$ cat src/hw/lmac_pkg.sv
// Purpose: shared constants and types for the lower mac block service
// Assumes: one 20 MHz clock, synchronous active-high reset
// Notes: block vectors are left justified, first bit in the msb
package lmac_pkg;
  // block and field widths
  localparam int BLK_W = 268;
  localparam int LEN_W = 9;
  localparam int CODE_W = 30;
  localparam int CRC_W = 16;
  localparam int RPT_W = 2;
  // channel sdu sizes in bits
  localparam logic [8:0] SIZE_SCH_HU = 9'h05C;
  localparam logic [8:0] SIZE_SCH_F = 9'h10C;
  localparam logic [8:0] SIZE_STCH = 9'h07C;
  localparam logic [8:0] SIZE_SCH_HD = 9'h07C;
  localparam logic [8:0] SIZE_MAX = 9'h10C;
  // crc residue handling
  localparam logic [15:0] CRC_INIT = 16'hFFFF;
  localparam logic [15:0] CRC_POLY = 16'h1021;
  localparam logic [8:0] CRC_BITS = 9'h010;
  // scrambler feedback taps and seed prefix
  localparam logic [31:0] SCR_TAPS = 32'h04C11DB7;
  localparam logic [1:0] SCR_PREFIX = 2'h3;
  // training sequences selected by the slot flag
  localparam logic [1:0] TRAIN_NORMAL = 2'h1;
  localparam logic [1:0] TRAIN_STOLEN = 2'h2;
  // exception report codes
  localparam logic [1:0] RPT_NONE = 2'h0;
  localparam logic [1:0] RPT_LEN = 2'h1;
  localparam logic [1:0] RPT_MAP = 2'h2;
  localparam logic [1:0] RPT_CRC = 2'h3;
  // buffer shape
  localparam int SYM_W = 2;
  // logical channels
  typedef enum logic [3:0] {
    CH_AACH = 4'h0, CH_SCH_HU = 4'h1, CH_SCH_HD = 4'h2, CH_SCH_F = 4'h3,
    CH_STCH = 4'h4, CH_TCH = 4'h5, CH_BSCH = 4'h6
  } lmac_chan_t;
  // pdu types
  typedef enum logic [3:0] {
    PDU_ACC_ASSIGN = 4'h0, PDU_ACC_DEFINE = 4'h1, PDU_ACCESS = 4'h2,
    PDU_END_HU = 4'h3, PDU_DATA = 4'h4, PDU_RESOURCE = 4'h5,
    PDU_FRAG = 4'h6, PDU_END = 4'h7, PDU_TRAFFIC = 4'h8,
    PDU_USIGNAL = 4'h9, PDU_SYNC = 4'hA, PDU_SYSINFO = 4'hB
  } lmac_pdu_t;
endpackage

$ cat src/hw/lmac_strm_if.sv
// Purpose: valid/ready symbol stream between core and buffer
// Assumes: single clock domain
// Notes: a word moves when valid and ready are both high
`timescale 1ns/1ps
`default_nettype none
interface lmac_strm_if #(parameter int W = 2);
  logic valid; // word offered
  logic ready; // word accepted
  logic last; // final word of a burst
  logic [W-1:0] data; // symbol
  modport src (output valid, output last, output data, input ready);
  modport dst (input valid, input last, input data, output ready);
endinterface
`default_nettype wire

$ cat src/hw/lmac_core.sv
// Purpose: lower mac service point, transmit and receive paths
// Assumes: rx symbols arrive one per cycle with no back-pressure
// Notes: symbols carry {parity, data}, swapped on odd positions
// Function
// - crc, interleave, scramble both ways; coding on transmit only, receive takes the systematic bit
// - slot flag picks training; detected training gives flag
// - request and indication carry their parameters
// - code never sent; wrong code fails, discarded
// - block length equals channel sdu size where one is set, else 1..268
// - code is country, network, colour, msb first
// - exclusive pdu-to-channel mappings enforced
// - shared pdu-to-channel mappings enforced
// - pass on the supplied rssi, report transfer exceptions
`timescale 1ns/1ps
`default_nettype none
module lmac_core
  import lmac_pkg::*;
(
  // clock and reset
  input wire logic clk,
  input wire logic srst,
  // transmit request
  input wire logic txReqValid,
  output logic txReqReady,
  input wire logic [BLK_W-1:0] txBlock,
  input wire logic [LEN_W-1:0] txLength,
  input wire logic [3:0] txChan,
  input wire logic [3:0] txPdu,
  input wire logic [9:0] txCountry,
  input wire logic [13:0] txNetwork,
  input wire logic [5:0] txColour,
  input wire logic txSlotFlag,
  // transmit result
  output logic txDone,
  output logic txReject,
  output logic [RPT_W-1:0] txRejectCode,
  output logic [1:0] txTrainSeq,
  // coded symbols out
  output logic txSymValid,
  input wire logic txSymReady,
  output logic [SYM_W-1:0] txSymData,
  output logic txSymLast,
  // receive burst in
  input wire logic rxStart,
  input wire logic [LEN_W-1:0] rxLength,
  input wire logic [3:0] rxChan,
  input wire logic [CODE_W-1:0] rxCode,
  input wire logic [1:0] rxTrainSeq,
  input wire logic [7:0] rxRssi,
  input wire logic rxSymValid,
  input wire logic [SYM_W-1:0] rxSymData,
  // receive indication
  output logic rxIndValid,
  output logic [BLK_W-1:0] rxIndBlock,
  output logic [LEN_W-1:0] rxIndLength,
  output logic [3:0] rxIndChan,
  output logic rxIndCrcPass,
  output logic rxIndSlotFlag,
  output logic [7:0] rxIndRssi,
  output logic rxIndRptValid,
  output logic [RPT_W-1:0] rxIndRpt
);
  typedef enum logic [1:0] {
    ST_IDLE = 2'b00, ST_DATA = 2'b01, ST_CRC = 2'b10
  } lmac_state_t;

  // sdu size for a channel, zero where any length up to the maximum is taken
  function automatic logic [LEN_W-1:0] chanSize(input logic [3:0] ch);
    logic [LEN_W-1:0] s;
    s = '0;
    case (ch)
      CH_SCH_HU: s = SIZE_SCH_HU;
      CH_SCH_F: s = SIZE_SCH_F;
      CH_STCH: s = SIZE_STCH;
      CH_SCH_HD: s = SIZE_SCH_HD;
      default: s = '0;
    endcase
    return s;
  endfunction

  // true when the length suits the channel
  function automatic logic lenOk(input logic [3:0] ch, input logic [LEN_W-1:0] len);
    logic [LEN_W-1:0] s;
    s = chanSize(ch);
    return (s == '0) ? (len != '0 && len <= SIZE_MAX) : (len == s);
  endfunction

  // pdu-to-channel mapping check
  function automatic logic mapOk(input logic [3:0] pdu, input logic [3:0] ch);
    logic ok;
    ok = 1'b0;
    case (pdu)
      PDU_ACC_ASSIGN: ok = (ch == CH_AACH);
      PDU_ACCESS, PDU_END_HU: ok = (ch == CH_SCH_HU);
      PDU_TRAFFIC: ok = (ch == CH_TCH);
      PDU_SYNC: ok = (ch == CH_BSCH);
      PDU_ACC_DEFINE, PDU_RESOURCE, PDU_END:
        ok = (ch == CH_SCH_HD) || (ch == CH_SCH_F) || (ch == CH_STCH);
      PDU_DATA: ok = (ch == CH_SCH_F) || (ch == CH_STCH);
      PDU_FRAG: ok = (ch == CH_SCH_HD) || (ch == CH_SCH_F);
      PDU_USIGNAL: ok = (ch == CH_STCH);
      PDU_SYSINFO: ok = (ch == CH_SCH_HD) || (ch == CH_STCH);
      default: ok = 1'b0;
    endcase
    return ok;
  endfunction

  // transmit state
  lmac_state_t txState_reg, txState_next;
  logic [BLK_W-1:0] txShift_reg, txShift_next; // bits still to send
  logic [LEN_W-1:0] txCnt_reg, txCnt_next; // bits left in this phase
  logic [CRC_W-1:0] txCrc_reg, txCrc_next; // running crc
  logic [3:0] txConv_reg, txConv_next; // encoder memory
  logic txOdd_reg, txOdd_next; // interleave phase
  logic txReady_reg, txReady_next;
  logic txDone_reg, txDone_next;
  logic txRej_reg, txRej_next;
  logic [RPT_W-1:0] txRejCode_reg, txRejCode_next;
  logic [1:0] txTrain_reg, txTrain_next;
  logic txScrLoad, txScrStep, txScrBit;
  logic [CODE_W-1:0] txSeed;
  logic txBit, txSys, txPar;
  lmac_strm_if #(.W(SYM_W)) symIn ();
  lmac_strm_if #(.W(SYM_W)) symOut ();

  // extended colour code, country first, each field msb first
  assign txSeed = {txCountry, txNetwork, txColour};

  // transmit next state
  always_comb begin
    txState_next = txState_reg;
    txShift_next = txShift_reg;
    txCnt_next = txCnt_reg;
    txCrc_next = txCrc_reg;
    txConv_next = txConv_reg;
    txOdd_next = txOdd_reg;
    txReady_next = txReady_reg;
    txDone_next = 1'b0;
    txRej_next = 1'b0;
    txRejCode_next = txRejCode_reg;
    txTrain_next = txTrain_reg;
    txScrLoad = 1'b0;
    txScrStep = 1'b0;
    // data bits first, then the inverted crc
    txBit = (txState_reg == ST_DATA) ? txShift_reg[BLK_W-1] : ~txCrc_reg[CRC_W-1];
    txSys = txBit ^ txScrBit;
    txPar = txBit ^ txConv_reg[1] ^ txConv_reg[3] ^ txScrBit;
    symIn.valid = (txState_reg != ST_IDLE);
    symIn.data = txOdd_reg ? {txSys, txPar} : {txPar, txSys};
    symIn.last = (txState_reg == ST_CRC) && (txCnt_reg == 9'h001);
    unique case (txState_reg)
      ST_IDLE: begin
        if (txReady_reg && txReqValid) begin
          if (!lenOk(txChan, txLength)) begin
            txRej_next = 1'b1;
            txRejCode_next = RPT_LEN;
          end else if (!mapOk(txPdu, txChan)) begin
            txRej_next = 1'b1;
            txRejCode_next = RPT_MAP;
          end else begin
            txShift_next = txBlock;
            txCnt_next = txLength;
            txCrc_next = CRC_INIT;
            txConv_next = 4'h0;
            txOdd_next = 1'b0;
            txScrLoad = 1'b1;
            txTrain_next = txSlotFlag ? TRAIN_STOLEN : TRAIN_NORMAL;
            txReady_next = 1'b0;
            txState_next = ST_DATA;
          end
        end
      end
      ST_DATA: begin
        if (symIn.ready) begin
          txShift_next = {txShift_reg[BLK_W-2:0], 1'b0};
          txCrc_next = {txCrc_reg[CRC_W-2:0], 1'b0}
            ^ ((txBit ^ txCrc_reg[CRC_W-1]) ? CRC_POLY : 16'h0000);
          txConv_next = {txConv_reg[2:0], txBit};
          txOdd_next = ~txOdd_reg;
          txScrStep = 1'b1;
          txCnt_next = txCnt_reg - 9'h001;
          if (txCnt_reg == 9'h001) begin
            txCnt_next = CRC_BITS;
            txState_next = ST_CRC;
          end
        end
      end
      ST_CRC: begin
        if (symIn.ready) begin
          txCrc_next = {txCrc_reg[CRC_W-2:0], 1'b0};
          txConv_next = {txConv_reg[2:0], txBit};
          txOdd_next = ~txOdd_reg;
          txScrStep = 1'b1;
          txCnt_next = txCnt_reg - 9'h001;
          if (txCnt_reg == 9'h001) begin
            txDone_next = 1'b1;
            txReady_next = 1'b1;
            txState_next = ST_IDLE;
          end
        end
      end
    endcase
  end

  // transmit registers
  always_ff @(posedge clk) begin
    if (srst) begin
      txState_reg <= ST_IDLE;
      txShift_reg <= '0;
      txCnt_reg <= '0;
      txCrc_reg <= CRC_INIT;
      txConv_reg <= 4'h0;
      txOdd_reg <= 1'b0;
      txReady_reg <= 1'b1;
      txDone_reg <= 1'b0;
      txRej_reg <= 1'b0;
      txRejCode_reg <= RPT_NONE;
      txTrain_reg <= TRAIN_NORMAL;
    end else begin
      txState_reg <= txState_next;
      txShift_reg <= txShift_next;
      txCnt_reg <= txCnt_next;
      txCrc_reg <= txCrc_next;
      txConv_reg <= txConv_next;
      txOdd_reg <= txOdd_next;
      txReady_reg <= txReady_next;
      txDone_reg <= txDone_next;
      txRej_reg <= txRej_next;
      txRejCode_reg <= txRejCode_next;
      txTrain_reg <= txTrain_next;
    end
  end

  // transmit scrambler and output buffer
  lmac_scrambler txScr (.clk(clk), .srst(srst), .load(txScrLoad), .step(txScrStep),
    .seed(txSeed), .bitOut(txScrBit));
  lmac_fifo2 #(.W(SYM_W)) txBuf (.clk(clk), .srst(srst), .inP(symIn), .outP(symOut));
  assign symOut.ready = txSymReady;
  assign txSymValid = symOut.valid;
  assign txSymData = symOut.data;
  assign txSymLast = symOut.last;
  assign txReqReady = txReady_reg;
  assign txDone = txDone_reg;
  assign txReject = txRej_reg;
  assign txRejectCode = txRejCode_reg;
  assign txTrainSeq = txTrain_reg;

  // receive state
  lmac_state_t rxState_reg, rxState_next;
  logic [BLK_W-1:0] rxBlk_reg, rxBlk_next; // block being gathered
  logic [LEN_W-1:0] rxIdx_reg, rxIdx_next; // bit position
  logic [LEN_W-1:0] rxLen_reg, rxLen_next;
  logic [3:0] rxChan_reg, rxChan_next;
  logic [CRC_W-1:0] rxCrc_reg, rxCrc_next;
  logic rxOdd_reg, rxOdd_next;
  logic rxCrcBad_reg, rxCrcBad_next;
  logic rxLenBad_reg, rxLenBad_next;
  logic rxFlag_reg, rxFlag_next;
  logic [7:0] rxRssi_reg, rxRssi_next;
  logic indValid_reg, indValid_next;
  logic [BLK_W-1:0] indBlk_reg, indBlk_next;
  logic indPass_reg, indPass_next;
  logic indRptV_reg, indRptV_next;
  logic [RPT_W-1:0] indRpt_reg, indRpt_next;
  logic rxScrLoad, rxScrStep, rxScrBit, rxBit;

  // receive next state
  always_comb begin
    rxState_next = rxState_reg;
    rxBlk_next = rxBlk_reg;
    rxIdx_next = rxIdx_reg;
    rxLen_next = rxLen_reg;
    rxChan_next = rxChan_reg;
    rxCrc_next = rxCrc_reg;
    rxOdd_next = rxOdd_reg;
    rxCrcBad_next = rxCrcBad_reg;
    rxLenBad_next = rxLenBad_reg;
    rxFlag_next = rxFlag_reg;
    rxRssi_next = rxRssi_reg;
    indValid_next = 1'b0;
    indBlk_next = indBlk_reg;
    indPass_next = indPass_reg;
    indRptV_next = indRptV_reg;
    indRpt_next = indRpt_reg;
    rxScrLoad = 1'b0;
    rxScrStep = 1'b0;
    // de-interleave, take the systematic bit and descramble it
    rxBit = (rxOdd_reg ? rxSymData[1] : rxSymData[0]) ^ rxScrBit;
    if (rxStart) begin
      rxBlk_next = '0;
      rxIdx_next = '0;
      rxLen_next = rxLength;
      rxChan_next = rxChan;
      rxCrc_next = CRC_INIT;
      rxOdd_next = 1'b0;
      rxCrcBad_next = 1'b0;
      rxLenBad_next = !lenOk(rxChan, rxLength);
      rxFlag_next = (rxTrainSeq == TRAIN_STOLEN);
      rxRssi_next = rxRssi;
      rxScrLoad = 1'b1;
      rxState_next = ST_DATA;
    end else if (rxSymValid && rxState_reg != ST_IDLE) begin
      rxScrStep = 1'b1;
      rxOdd_next = ~rxOdd_reg;
      rxIdx_next = rxIdx_reg + 9'h001;
      if (rxState_reg == ST_DATA) begin
        rxBlk_next[BLK_W-1-rxIdx_reg] = rxBit;
        rxCrc_next = {rxCrc_reg[CRC_W-2:0], 1'b0}
          ^ ((rxBit ^ rxCrc_reg[CRC_W-1]) ? CRC_POLY : 16'h0000);
        if (rxIdx_reg == rxLen_reg - 9'h001) begin
          rxIdx_next = '0;
          rxState_next = ST_CRC;
        end
      end else begin
        rxCrc_next = {rxCrc_reg[CRC_W-2:0], 1'b0};
        if (rxBit != ~rxCrc_reg[CRC_W-1]) begin
          rxCrcBad_next = 1'b1;
        end
        if (rxIdx_reg == CRC_BITS - 9'h001) begin
          indValid_next = 1'b1;
          indPass_next = !(rxCrcBad_next || rxLenBad_reg);
          // a failed block is discarded, only its flags go up
          indBlk_next = indPass_next ? rxBlk_reg : '0;
          indRptV_next = !indPass_next;
          indRpt_next = rxLenBad_reg ? RPT_LEN : (rxCrcBad_next ? RPT_CRC : RPT_NONE);
          rxState_next = ST_IDLE;
        end
      end
    end
  end

  // receive registers
  always_ff @(posedge clk) begin
    if (srst) begin
      rxState_reg <= ST_IDLE;
      rxBlk_reg <= '0;
      rxIdx_reg <= '0;
      rxLen_reg <= '0;
      rxChan_reg <= 4'h0;
      rxCrc_reg <= CRC_INIT;
      rxOdd_reg <= 1'b0;
      rxCrcBad_reg <= 1'b0;
      rxLenBad_reg <= 1'b0;
      rxFlag_reg <= 1'b0;
      rxRssi_reg <= 8'h00;
      indValid_reg <= 1'b0;
      indBlk_reg <= '0;
      indPass_reg <= 1'b0;
      indRptV_reg <= 1'b0;
      indRpt_reg <= RPT_NONE;
    end else begin
      rxState_reg <= rxState_next;
      rxBlk_reg <= rxBlk_next;
      rxIdx_reg <= rxIdx_next;
      rxLen_reg <= rxLen_next;
      rxChan_reg <= rxChan_next;
      rxCrc_reg <= rxCrc_next;
      rxOdd_reg <= rxOdd_next;
      rxCrcBad_reg <= rxCrcBad_next;
      rxLenBad_reg <= rxLenBad_next;
      rxFlag_reg <= rxFlag_next;
      rxRssi_reg <= rxRssi_next;
      indValid_reg <= indValid_next;
      indBlk_reg <= indBlk_next;
      indPass_reg <= indPass_next;
      indRptV_reg <= indRptV_next;
      indRpt_reg <= indRpt_next;
    end
  end

  // receive descrambler
  lmac_scrambler rxScr (.clk(clk), .srst(srst), .load(rxScrLoad), .step(rxScrStep),
    .seed(rxCode), .bitOut(rxScrBit));

  // receive indication outputs
  assign rxIndValid = indValid_reg;
  assign rxIndBlock = indBlk_reg;
  assign rxIndLength = rxLen_reg;
  assign rxIndChan = rxChan_reg;
  assign rxIndCrcPass = indPass_reg;
  assign rxIndSlotFlag = rxFlag_reg;
  assign rxIndRssi = rxRssi_reg;
  assign rxIndRptValid = indRptV_reg;
  assign rxIndRpt = indRpt_reg;
endmodule
`default_nettype wire

$ cat src/hw/lmac_fifo2.sv
// Purpose: two-entry buffer so a receiver stall loses no symbol
// Assumes: source honours ready
// Notes: outputs come from registers
`timescale 1ns/1ps
`default_nettype none
module lmac_fifo2 #(parameter int W = 2) (
  // clock and reset
  input wire logic clk,
  input wire logic srst,
  // streams
  lmac_strm_if.dst inP,
  lmac_strm_if.src outP
);
  logic [W:0] mem_reg [2]; // data plus last per entry
  logic [W:0] mem_next [2];
  logic wrPtr_reg, wrPtr_next; // write slot
  logic rdPtr_reg, rdPtr_next; // read slot
  logic [1:0] count_reg, count_next; // entries held
  logic push, pop;

  // next state of the buffer
  always_comb begin
    push = inP.valid && (count_reg != 2'h2);
    pop = (count_reg != 2'h0) && outP.ready;
    mem_next = mem_reg;
    wrPtr_next = wrPtr_reg;
    rdPtr_next = rdPtr_reg;
    if (push) begin
      mem_next[wrPtr_reg] = {inP.last, inP.data};
      wrPtr_next = ~wrPtr_reg;
    end
    if (pop) begin
      rdPtr_next = ~rdPtr_reg;
    end
    count_next = count_reg + {1'b0, push} - {1'b0, pop};
  end

  // register the buffer
  always_ff @(posedge clk) begin
    if (srst) begin
      mem_reg[0] <= '0;
      mem_reg[1] <= '0;
      wrPtr_reg <= 1'b0;
      rdPtr_reg <= 1'b0;
      count_reg <= 2'h0;
    end else begin
      mem_reg <= mem_next;
      wrPtr_reg <= wrPtr_next;
      rdPtr_reg <= rdPtr_next;
      count_reg <= count_next;
    end
  end

  // honest full and empty
  assign inP.ready = (count_reg != 2'h2);
  assign outP.valid = (count_reg != 2'h0);
  assign outP.data = mem_reg[rdPtr_reg][W-1:0];
  assign outP.last = mem_reg[rdPtr_reg][W];
endmodule
`default_nettype wire

$ cat src/hw/lmac_scrambler.sv
// Purpose: scrambling sequence generator seeded by the extended colour code
// Assumes: load and step never in the same cycle
// Notes: bitOut is the bit for the current position
`timescale 1ns/1ps
`default_nettype none
module lmac_scrambler
  import lmac_pkg::*;
(
  // clock and reset
  input wire logic clk,
  input wire logic srst,
  // control
  input wire logic load,
  input wire logic step,
  input wire logic [CODE_W-1:0] seed,
  // sequence
  output logic bitOut
);
  logic [31:0] lfsr_reg, lfsr_next; // generator state

  // seed or advance the generator
  always_comb begin
    lfsr_next = lfsr_reg;
    if (load) begin
      lfsr_next = {SCR_PREFIX, seed};
    end else if (step) begin
      lfsr_next = {lfsr_reg[30:0], ^(lfsr_reg & SCR_TAPS)};
    end
  end

  // register the generator
  always_ff @(posedge clk) begin
    if (srst) begin
      lfsr_reg <= 32'hFFFFFFFF;
    end else begin
      lfsr_reg <= lfsr_next;
    end
  end

  assign bitOut = lfsr_reg[31];
endmodule
`default_nettype wire

$ cat config.mk
export PLATFORM = sky130hd
export DESIGN_NAME = lmac_core
export DESIGN_NICKNAME = d
export VERILOG_FILES = /design/src/hw/lmac_pkg.sv /design/src/hw/lmac_strm_if.sv /design/src/hw/lmac_core.sv /design/src/hw/lmac_fifo2.sv /design/src/hw/lmac_scrambler.sv
export SDC_FILE = /design/constraint.sdc
export NUM_CORES = 2
export LEC_CHECK = 0
export ABC_AREA = 0
export BUFFER_PORTS_ARGS = -buffer_cell sky130_fd_sc_hd__buf_2
export CELL_PAD_IN_SITES_DETAIL_PLACEMENT = 0
export CELL_PAD_IN_SITES_GLOBAL_PLACEMENT = 1
export CORE_MARGIN = 1
export CORE_UTILIZATION = 38
export DETAILED_ROUTE_END_ITERATION = 8
export GPL_ROUTABILITY_DRIVEN = 0
export PLACE_DENSITY = 0.73
export SETUP_SLACK_MARGIN = 0.4
export SYNTH_ARGS = -nofsm -noshare
export SYNTH_HDL_FRONTEND = slang
export SYNTH_SLANG_ARGS = --single-unit
$ cat constraint.sdc
create_clock -name clk -period 2.18 [get_ports clk]
set_clock_uncertainty 0.05 [all_clocks]
set_input_delay 0.218 -clock clk [delete_from_list [all_inputs] [get_ports clk]]
set_output_delay 0.218 -clock clk [all_outputs]
set_load 0.01 [all_outputs]
# == After elaboration in Yosys (flattened, before gate mapping) ==
# Index checks and enable logic that the tools add are counted.
# op_classes
addsub,6
mul,0
n_div,0
n_lt_le_gt_ge,7
eq_ne,43
shift,0
muxes,99
n_bitwise,24
reduce_logical,58
# op_table
operator,count
2-to-1 mux 268 bit,5
one-hot mux 268 bit (2 select lines),1
bitwise mux 268 bit,1
2-to-1 mux 30 bit,4
2-to-1 mux 9 bit,11
2-to-1 mux 16 bit,6
one-hot mux 9 bit (3 select lines),3
parity 32 bit,2
one-hot mux 16 bit (3 select lines),1
2-to-1 mux 1 bit,33
"equality test 4 x 3 -> 1 bit, second input constant",8
">= comparator 32 x 1 -> 1 bit, second input constant",1
"< comparator 32 x 10 -> 1 bit, second input constant",1
2-to-1 mux 2 bit,16
XOR 16 x 13 -> 16 bit,2
equality test 9 bit,3
2-to-1 mux 13 bit,2
"equality test 4 x 2 -> 1 bit, second input constant",6
"less-or-equal comparator 9 bit, second input constant",2
logical NOT 9 bit,2
nonzero test 2 bit,9
nonzero test 9 bit,2
"subtractor 9 x 1 -> 9 bit, second input constant",2
"equality test 4 bit, second input constant",4
42 further kinds,110
# word_totals
ff_bits,974
latchBits,0
ram_bits,0
rom_bits,0
out_inout_bits,306
elab_cells,274
memories,0

# == Logic depth before layout (Yosys ltp) ==
# logic_depth
depth_word,15
depth_mapped,12
ltp_nobuf,9

# == Hierarchy ==
# Synthesis repeated with hierarchy kept, for this count alone.
# unflattened
cells_unflattened,4430
area_unflattened_um2,39477.9
# by_module_without_submodules
module,n_inst,cells_per_inst,area_each_um2
lmac_core,1,4015,35765.6
lmac_scrambler,2,182,1607.8
lmac_fifo2,1,51,496.7

# == Worst setup path before layout ==
# Ideal clock, no wire load.
# synth_timing
path_type,register -> register
startpoint,register rxIdx_reg[3]
endpoint,"register indBlk_reg[229], in the netlist rxIndBlock[229]"
setup_time_ns,0.128
t_arrival_ns,2.177
t_required_ns,2.002
path_slack_ns,-0.175
path_stages_with_launch,12
n_path_buf,5
synth_period_minus_slack_ns,2.355
cell_sequence,dfxtp_1 buf_4 and2_1 buf_6 nand3_4 or4_4 nand2b_4 clkbuf_1 buf_2 buf_4 a22oi_1 nor2_1
# synth_between
elab_chain_len,2
# synth_rtl
element,line,source
from (decl),lmac_core.sv:251,"logic [LEN_W-1:0] rxIdx_reg, rxIdx_next;"
from (signal assigned),lmac_core.sv:354,rxIdx_reg <= rxIdx_next;
equality test 9 x 4 -> 1 bit,lmac_core.sv:319,if (rxIdx_reg == CRC_BITS - 9'h001) begin
AND reduction 4 bit (no line),--,
to (signal assigned),lmac_core.sv:364,indBlk_reg <= indBlk_next;
to (decl),lmac_core.sv:261,"logic [BLK_W-1:0] indBlk_reg, indBlk_next;"
# No other way between the ends.
# A chain may end at the register's enable or synchronous reset.

# == Final worst setup path ==
# layout_timing
startpoint,register rxState_reg[0]
endpoint,"register indBlk_reg[43], in the netlist rxIndBlock[43]"
# layout_between
elab_chain_len,3
elab_cells_between_ends,5
cone_classes,eq/ne: 1; bitwise: 1; reduce/logical: 3
# layout_rtl
element,line,source
from (decl),lmac_core.sv:249,"lmac_state_t rxState_reg, rxState_next;"
from (signal assigned),lmac_core.sv:352,rxState_reg <= rxState_next;
equality test 2 x 1 -> 1 bit or nonzero test 2 bit (tied branches),"lmac_core.sv:306, lmac_core.sv:302",
NOT 1 bit (no line) or logical AND 1 bit (tied branches),--,
AND reduction 4 bit (no line) (*),--,
# Mark *: on every way between the ends. The rest lies on a longest branch, timed or not.

==> flow_results.org <==
** Placed design
- After legalization and detailed placement, the total HPWL measured roughly 94000 um.
- The count of buffers added on input and output ports is between 600 and 700.
- The number of placed instances, taps included, is between 6000 and 7000.

** Floorplan
- Measured along the x axis, the die boundary spans around 330 um.
- Floorplan die area :: around 110000 um2
- CORE AREA :: around 100000 um2
- The floorplan step set the die height to 327.4 um.
- approximately 680 I/O pins were placed.
- For this configuration, the core starts out at a cell density of roughly two fifths.
- The initialized floorplan defines between 100 and 150 standard-cell rows.

** Logic synthesis
- For this run, the number of Yosys warnings is 0.
- Arithmetic-cell share of the synthesized area counting full adders, half adders and majority gates :: less than 1%
- Register area share after synthesis :: between 40% and 50%
- Leading register cell type out of synthesis :: sky130_fd_sc_hd__dfxtp_1
- Synth Register Bits :: slightly below 1000
- Syn Inst Count :: between 4000 and 5000
- Number of different library cells in the post-synthesis netlist :: 65
- Summed over all instances, the cell type with the most area after synthesis is sky130_fd_sc_hd__dfxtp_1.
- Fraction of post-synthesis cell area in the top cell type by area :: roughly 48%
- Main combinational cell family by area after synthesis :: compound AO/OA/AOI/OAI gates
- Mapped Area :: between 40000 and 50000 um2
- Top area cells in the synthesized netlist :: sky130_fd_sc_hd__dfxtp_1, sky130_fd_sc_hd__mux2i_1, sky130_fd_sc_hd__nor2_1
- Post-synth ARST share :: 0%
- Of the total synthesized cell area, the portion taken by XOR and XNOR cells is under 10%.
- Multiplexer share of the synthesized area :: 7.502%
- The synthesized netlist devotes 21.40% of its cell area to compound gates.
- Avg Synthesized Cell Area :: 8.900 um2
- The number of nets in the synthesized netlist is between 4000 and 5000.
- Number of synthesized flops with an enable pin :: 0
- After Yosys synthesis, and, or, nand and nor cells account for 15.64% of the synthesized area.

** Worst setup path
- Data on the critical path is required at its endpoint by ~2.8 ns.
- Maximum single-stage delay on the critical path :: ~0.50 ns
- The worst setup path is captured at a register.
- CP dominant cell by count :: sky130_fd_sc_hd__clkbuf_16
- The worst setup path is launched from a register.
- Reg-to-Reg End :: rxIndBlock[43]
- Flop2flop setup slack :: -0.24 ns
- For the worst flop-to-flop path, the logic depth is 10.
- Critical path, cell by cell :: o21a_2 -> nand3_4 -> or4_4 -> nand2b_4 -> nor3_4 -> buf_6 -> clkbuf_16 -> clkbuf_16 -> a22oi_1 -> nor2_1
- The worst setup path is of the register to register kind.
- Of all nets on the critical path, the largest fanout is 11.
- At the worst endpoint, the arrival time is about 3 ns.
- Startpoint of the worst-slack reg-to-reg timing path :: rxState_reg[0]
- Slowest CP cell :: sky130_fd_sc_hd__or4_4

** Layout
- Cell Count, Final, Fillers Out :: 7107
- Proportion of layout cells with a drive suffix above 1 :: 27.98%
- Leading cell types in the layout, fill and taps excluded :: sky130_fd_sc_hd__dfxtp_1, sky130_fd_sc_hd__buf_2, sky130_fd_sc_hd__nor2_1
- Leaving out fill and tap cells, the most frequent cell in the layout is sky130_fd_sc_hd__dfxtp_1.
- Final layout net count :: about 6000
- Area delta synth->final :: 41.25%

** Job
- Max-cap check violation count :: 0

** Routing
- Detailed-route wire length per cell :: 20.69 um
- The first routing iteration left slightly above 3000 violations.
- Detailed-router iteration count before antenna repair :: 7
- The count of nets left with antenna violations once routing finished came out at 0.
- DR vias :: around 38000
- Number of remaining DRC errors :: 0
- Routed wire length :: around 150000 um
- After detailed routing, the number of vias per cell comes to about 5.4.

** STA
- The number of endpoints with negative hold slack in the final report came to 0.
- Setup tns final :: -47.81 ns
- Final Cycle Share :: 110.9%
- Worst slew pin tran :: around 0.86 ns
- Setup slack on the critical path of the routed design comes to -0.2379 ns.
- Setup repair after global routing could not meet its margin everywhere.
- Static timing analysis puts the maximum clock frequency at 0.4136 GHz.
- Max-slew violation count :: 0
- Setup violations remaining at the end of the flow were counted as 441.
- Headroom to the max-slew limit came out at roughly 42%.
- Subtracting the final worst setup slack from the clock period gives around 2.4 ns.

** Clock network
- TritonCTS built the clock tree.
- Maximum buffer depth of the clock tree :: 3
- Clk_lat worst skew :: ~0.70 ns
- The cell sitting at the root of the clock tree is a sky130_fd_sc_hd__clkbuf_16.
- The number of clock buffers added by TritonCTS is between 100 and 150.
- After clock tree synthesis, the clock-pin slew on the worst setup and hold paths is ~0.060 ns.
- The clock tree synthesis step divided the H-tree into 3 levels.
- CTS sink cnt :: about 970

** Global routing
- Global routing used roughly 25% of the available tracks across all layers.
- GRT Residual Overflow :: 0
- Via count of the first global-routing pass :: roughly 36000
- Entering global routing, the biggest net connects 153 pins.
- The number of antenna violations at the first check in global routing came to 21.
- The first global-routing pass estimated between 200000 and 250000 um of wire.

** Power and ir drop
- Net switching fraction of the power :: ~26%
- Power density of the placed cells :: between 700 and 800 nW/um2
- Across the VDD grid, the largest voltage drop is 662.5 uV.
- Summed over all nets, the switching power comes to about 11000 uW.
- For this design the static power due to leakage is approximately 0.022 uW.
- The internal portion of the total power is about 33000 uW.
- In this run, the clock network consumes approximately 43% of the power.
- Per report_power, the combinational group accounts for around 15% of the total.
- Per report_power, the sequential group accounts for 42.6% of the total.

** Worst hold path
- Hold-critical path depth :: 6
- In this run the worst hold path is classified as input pin to register.
- In this run the most critical hold path is launched from txLength[8].
- The path with the worst hold slack has its endpoint at txCnt_reg[8].

** Outcome
- The final reports fail on negative setup slack.
- Run status :: finished, violations left
## layer usage
layer  vias up  GRT usage (%)  wire length [um]  part of all wire (%)
li1      18281              -                 -                     -
met1     18264          31.95             61130                    42
met2      1278          42.84             70780                    48
met3       264          5.928             10590                   7.2
met4        12          7.832              4478                   3.0
met5         -              0                66                 0.045
## synth_stat cells, types with 4 or more instances
cell type                  instances
sky130_fd_sc_hd__dfxtp_1         974
sky130_fd_sc_hd__nor2_1          686
sky130_fd_sc_hd__nand3_1         330
sky130_fd_sc_hd__a21oi_1         316
sky130_fd_sc_hd__nand2_1         313
sky130_fd_sc_hd__o21ai_0         309
sky130_fd_sc_hd__mux2i_1         297
sky130_fd_sc_hd__clkbuf_1        279
sky130_fd_sc_hd__a211oi_1        273
sky130_fd_sc_hd__a22oi_2         150
sky130_fd_sc_hd__a22oi_1         122
sky130_fd_sc_hd__buf_2            96
sky130_fd_sc_hd__xnor2_1          45
sky130_fd_sc_hd__and3_1           31
sky130_fd_sc_hd__o21ai_1          26
sky130_fd_sc_hd__xor2_1           25
sky130_fd_sc_hd__inv_1            21
sky130_fd_sc_hd__nor3_1           21
sky130_fd_sc_hd__a211o_1          16
sky130_fd_sc_hd__and2_1           16
sky130_fd_sc_hd__nor2b_1          13
sky130_fd_sc_hd__buf_8            12
sky130_fd_sc_hd__ha_1             12
sky130_fd_sc_hd__buf_1            11
sky130_fd_sc_hd__nor4_1           10
sky130_fd_sc_hd__buf_4             9
sky130_fd_sc_hd__nand2b_1          9
sky130_fd_sc_hd__o211ai_1          9
sky130_fd_sc_hd__buf_6             8
sky130_fd_sc_hd__nand3b_1          8
sky130_fd_sc_hd__or2_2             8
sky130_fd_sc_hd__o22ai_1           7
sky130_fd_sc_hd__a31oi_1           6
sky130_fd_sc_hd__or3_1             6
sky130_fd_sc_hd__mux2_2            4
sky130_fd_sc_hd__nand4_1           4
sky130_fd_sc_hd__o21a_1            4
## through the flow
stage                     hold WS, ns  setup slack (ns)  power (uW)  cell area, um2  utilization (%)
after detailed placement       0.3857           -0.3198       24740           47160            45.25
after global routing          0.06280           -0.3327       45850           56820            54.51
after global placement         0.3832           -0.2584       24670           47160            45.25
final                         0.05771           -0.2379       44180           56820            54.51
after CTS                   0.0005597           -0.2102       44090           55060            52.82
after floorplan                0.2910          -0.05805       23170           41300                -
## worst max-delay path by stage
| stage | from | end | slack [ns] | depth (start not counted) |
|---|---|---|---|---|
| after detailed placement | txChan[2] | txShift_reg[102] | -0.32 | 10 |
| final | rxState_reg[0] | rxIndBlock[43] | -0.24 | 10 |
| after floorplan | rxIdx_reg[8] | rxIndBlock[199] | -0.06 | 9 |
| after CTS | rxIdx_reg[8] | rxIndBlock[66] | -0.21 | 9 |
| after global placement | txChan[2] | txShift_reg[150] | -0.26 | 10 |
| after global routing | rxState_reg[0] | rxIndBlock[208] | -0.33 | 11 |
## power by group through the flow
stage	registers (uW)	logic, uW	clock network [uW]
6_report	18800	6470	18900
5_1_grt	18900	7050	19900
4_1_cts	18800	6100	19200
3_5_place_dp	19200	5540	0
3_3_place_gp	19200	5490	0
2_1_floorplan	19100	4060	0
## area by class of cell
type,count,area (um2)
well taps,1380,1727
multi-input cells,3107,19710
inverters,22,82.58
repair buffers,1415,12100
flip-flops and latches,974,19510
diodes,13,32.53
clock inverters,40,548.0
clock buffers,156,3120
fillers,9299,47410
## cell families (layout without fill, tap and decap cells)
logic type	count (synthesis)	after routing
adder cells (fa/ha/maj)	12	12
multiplexers	301	301
AND/OR/NAND/NOR	1467	1467
XOR/XNOR	71	71
other	0	13
buffers and inverters	439	1633
AO/OA/AOI/OAI	1256	1256
flip-flops	974	974
## worst max-delay path: cells and delay by family, from the launching register on
family,cells,cell delay (ns)
AND/OR/NAND/NOR,5,1.11
flip-flops,1,0.35
AO/OA/AOI/OAI,2,0.24
buffers and inverters,3,0.58
## repair_timing
action,in CTS,in global routing
setup endpoints to repair,897,903
pin swaps,1,24
gates resized for setup,39,124
hold buffers,363,0
setup buffers,10,32
hold endpoints to repair,394,0
cloned,11,41
Power figures use the tool's default switching activity.
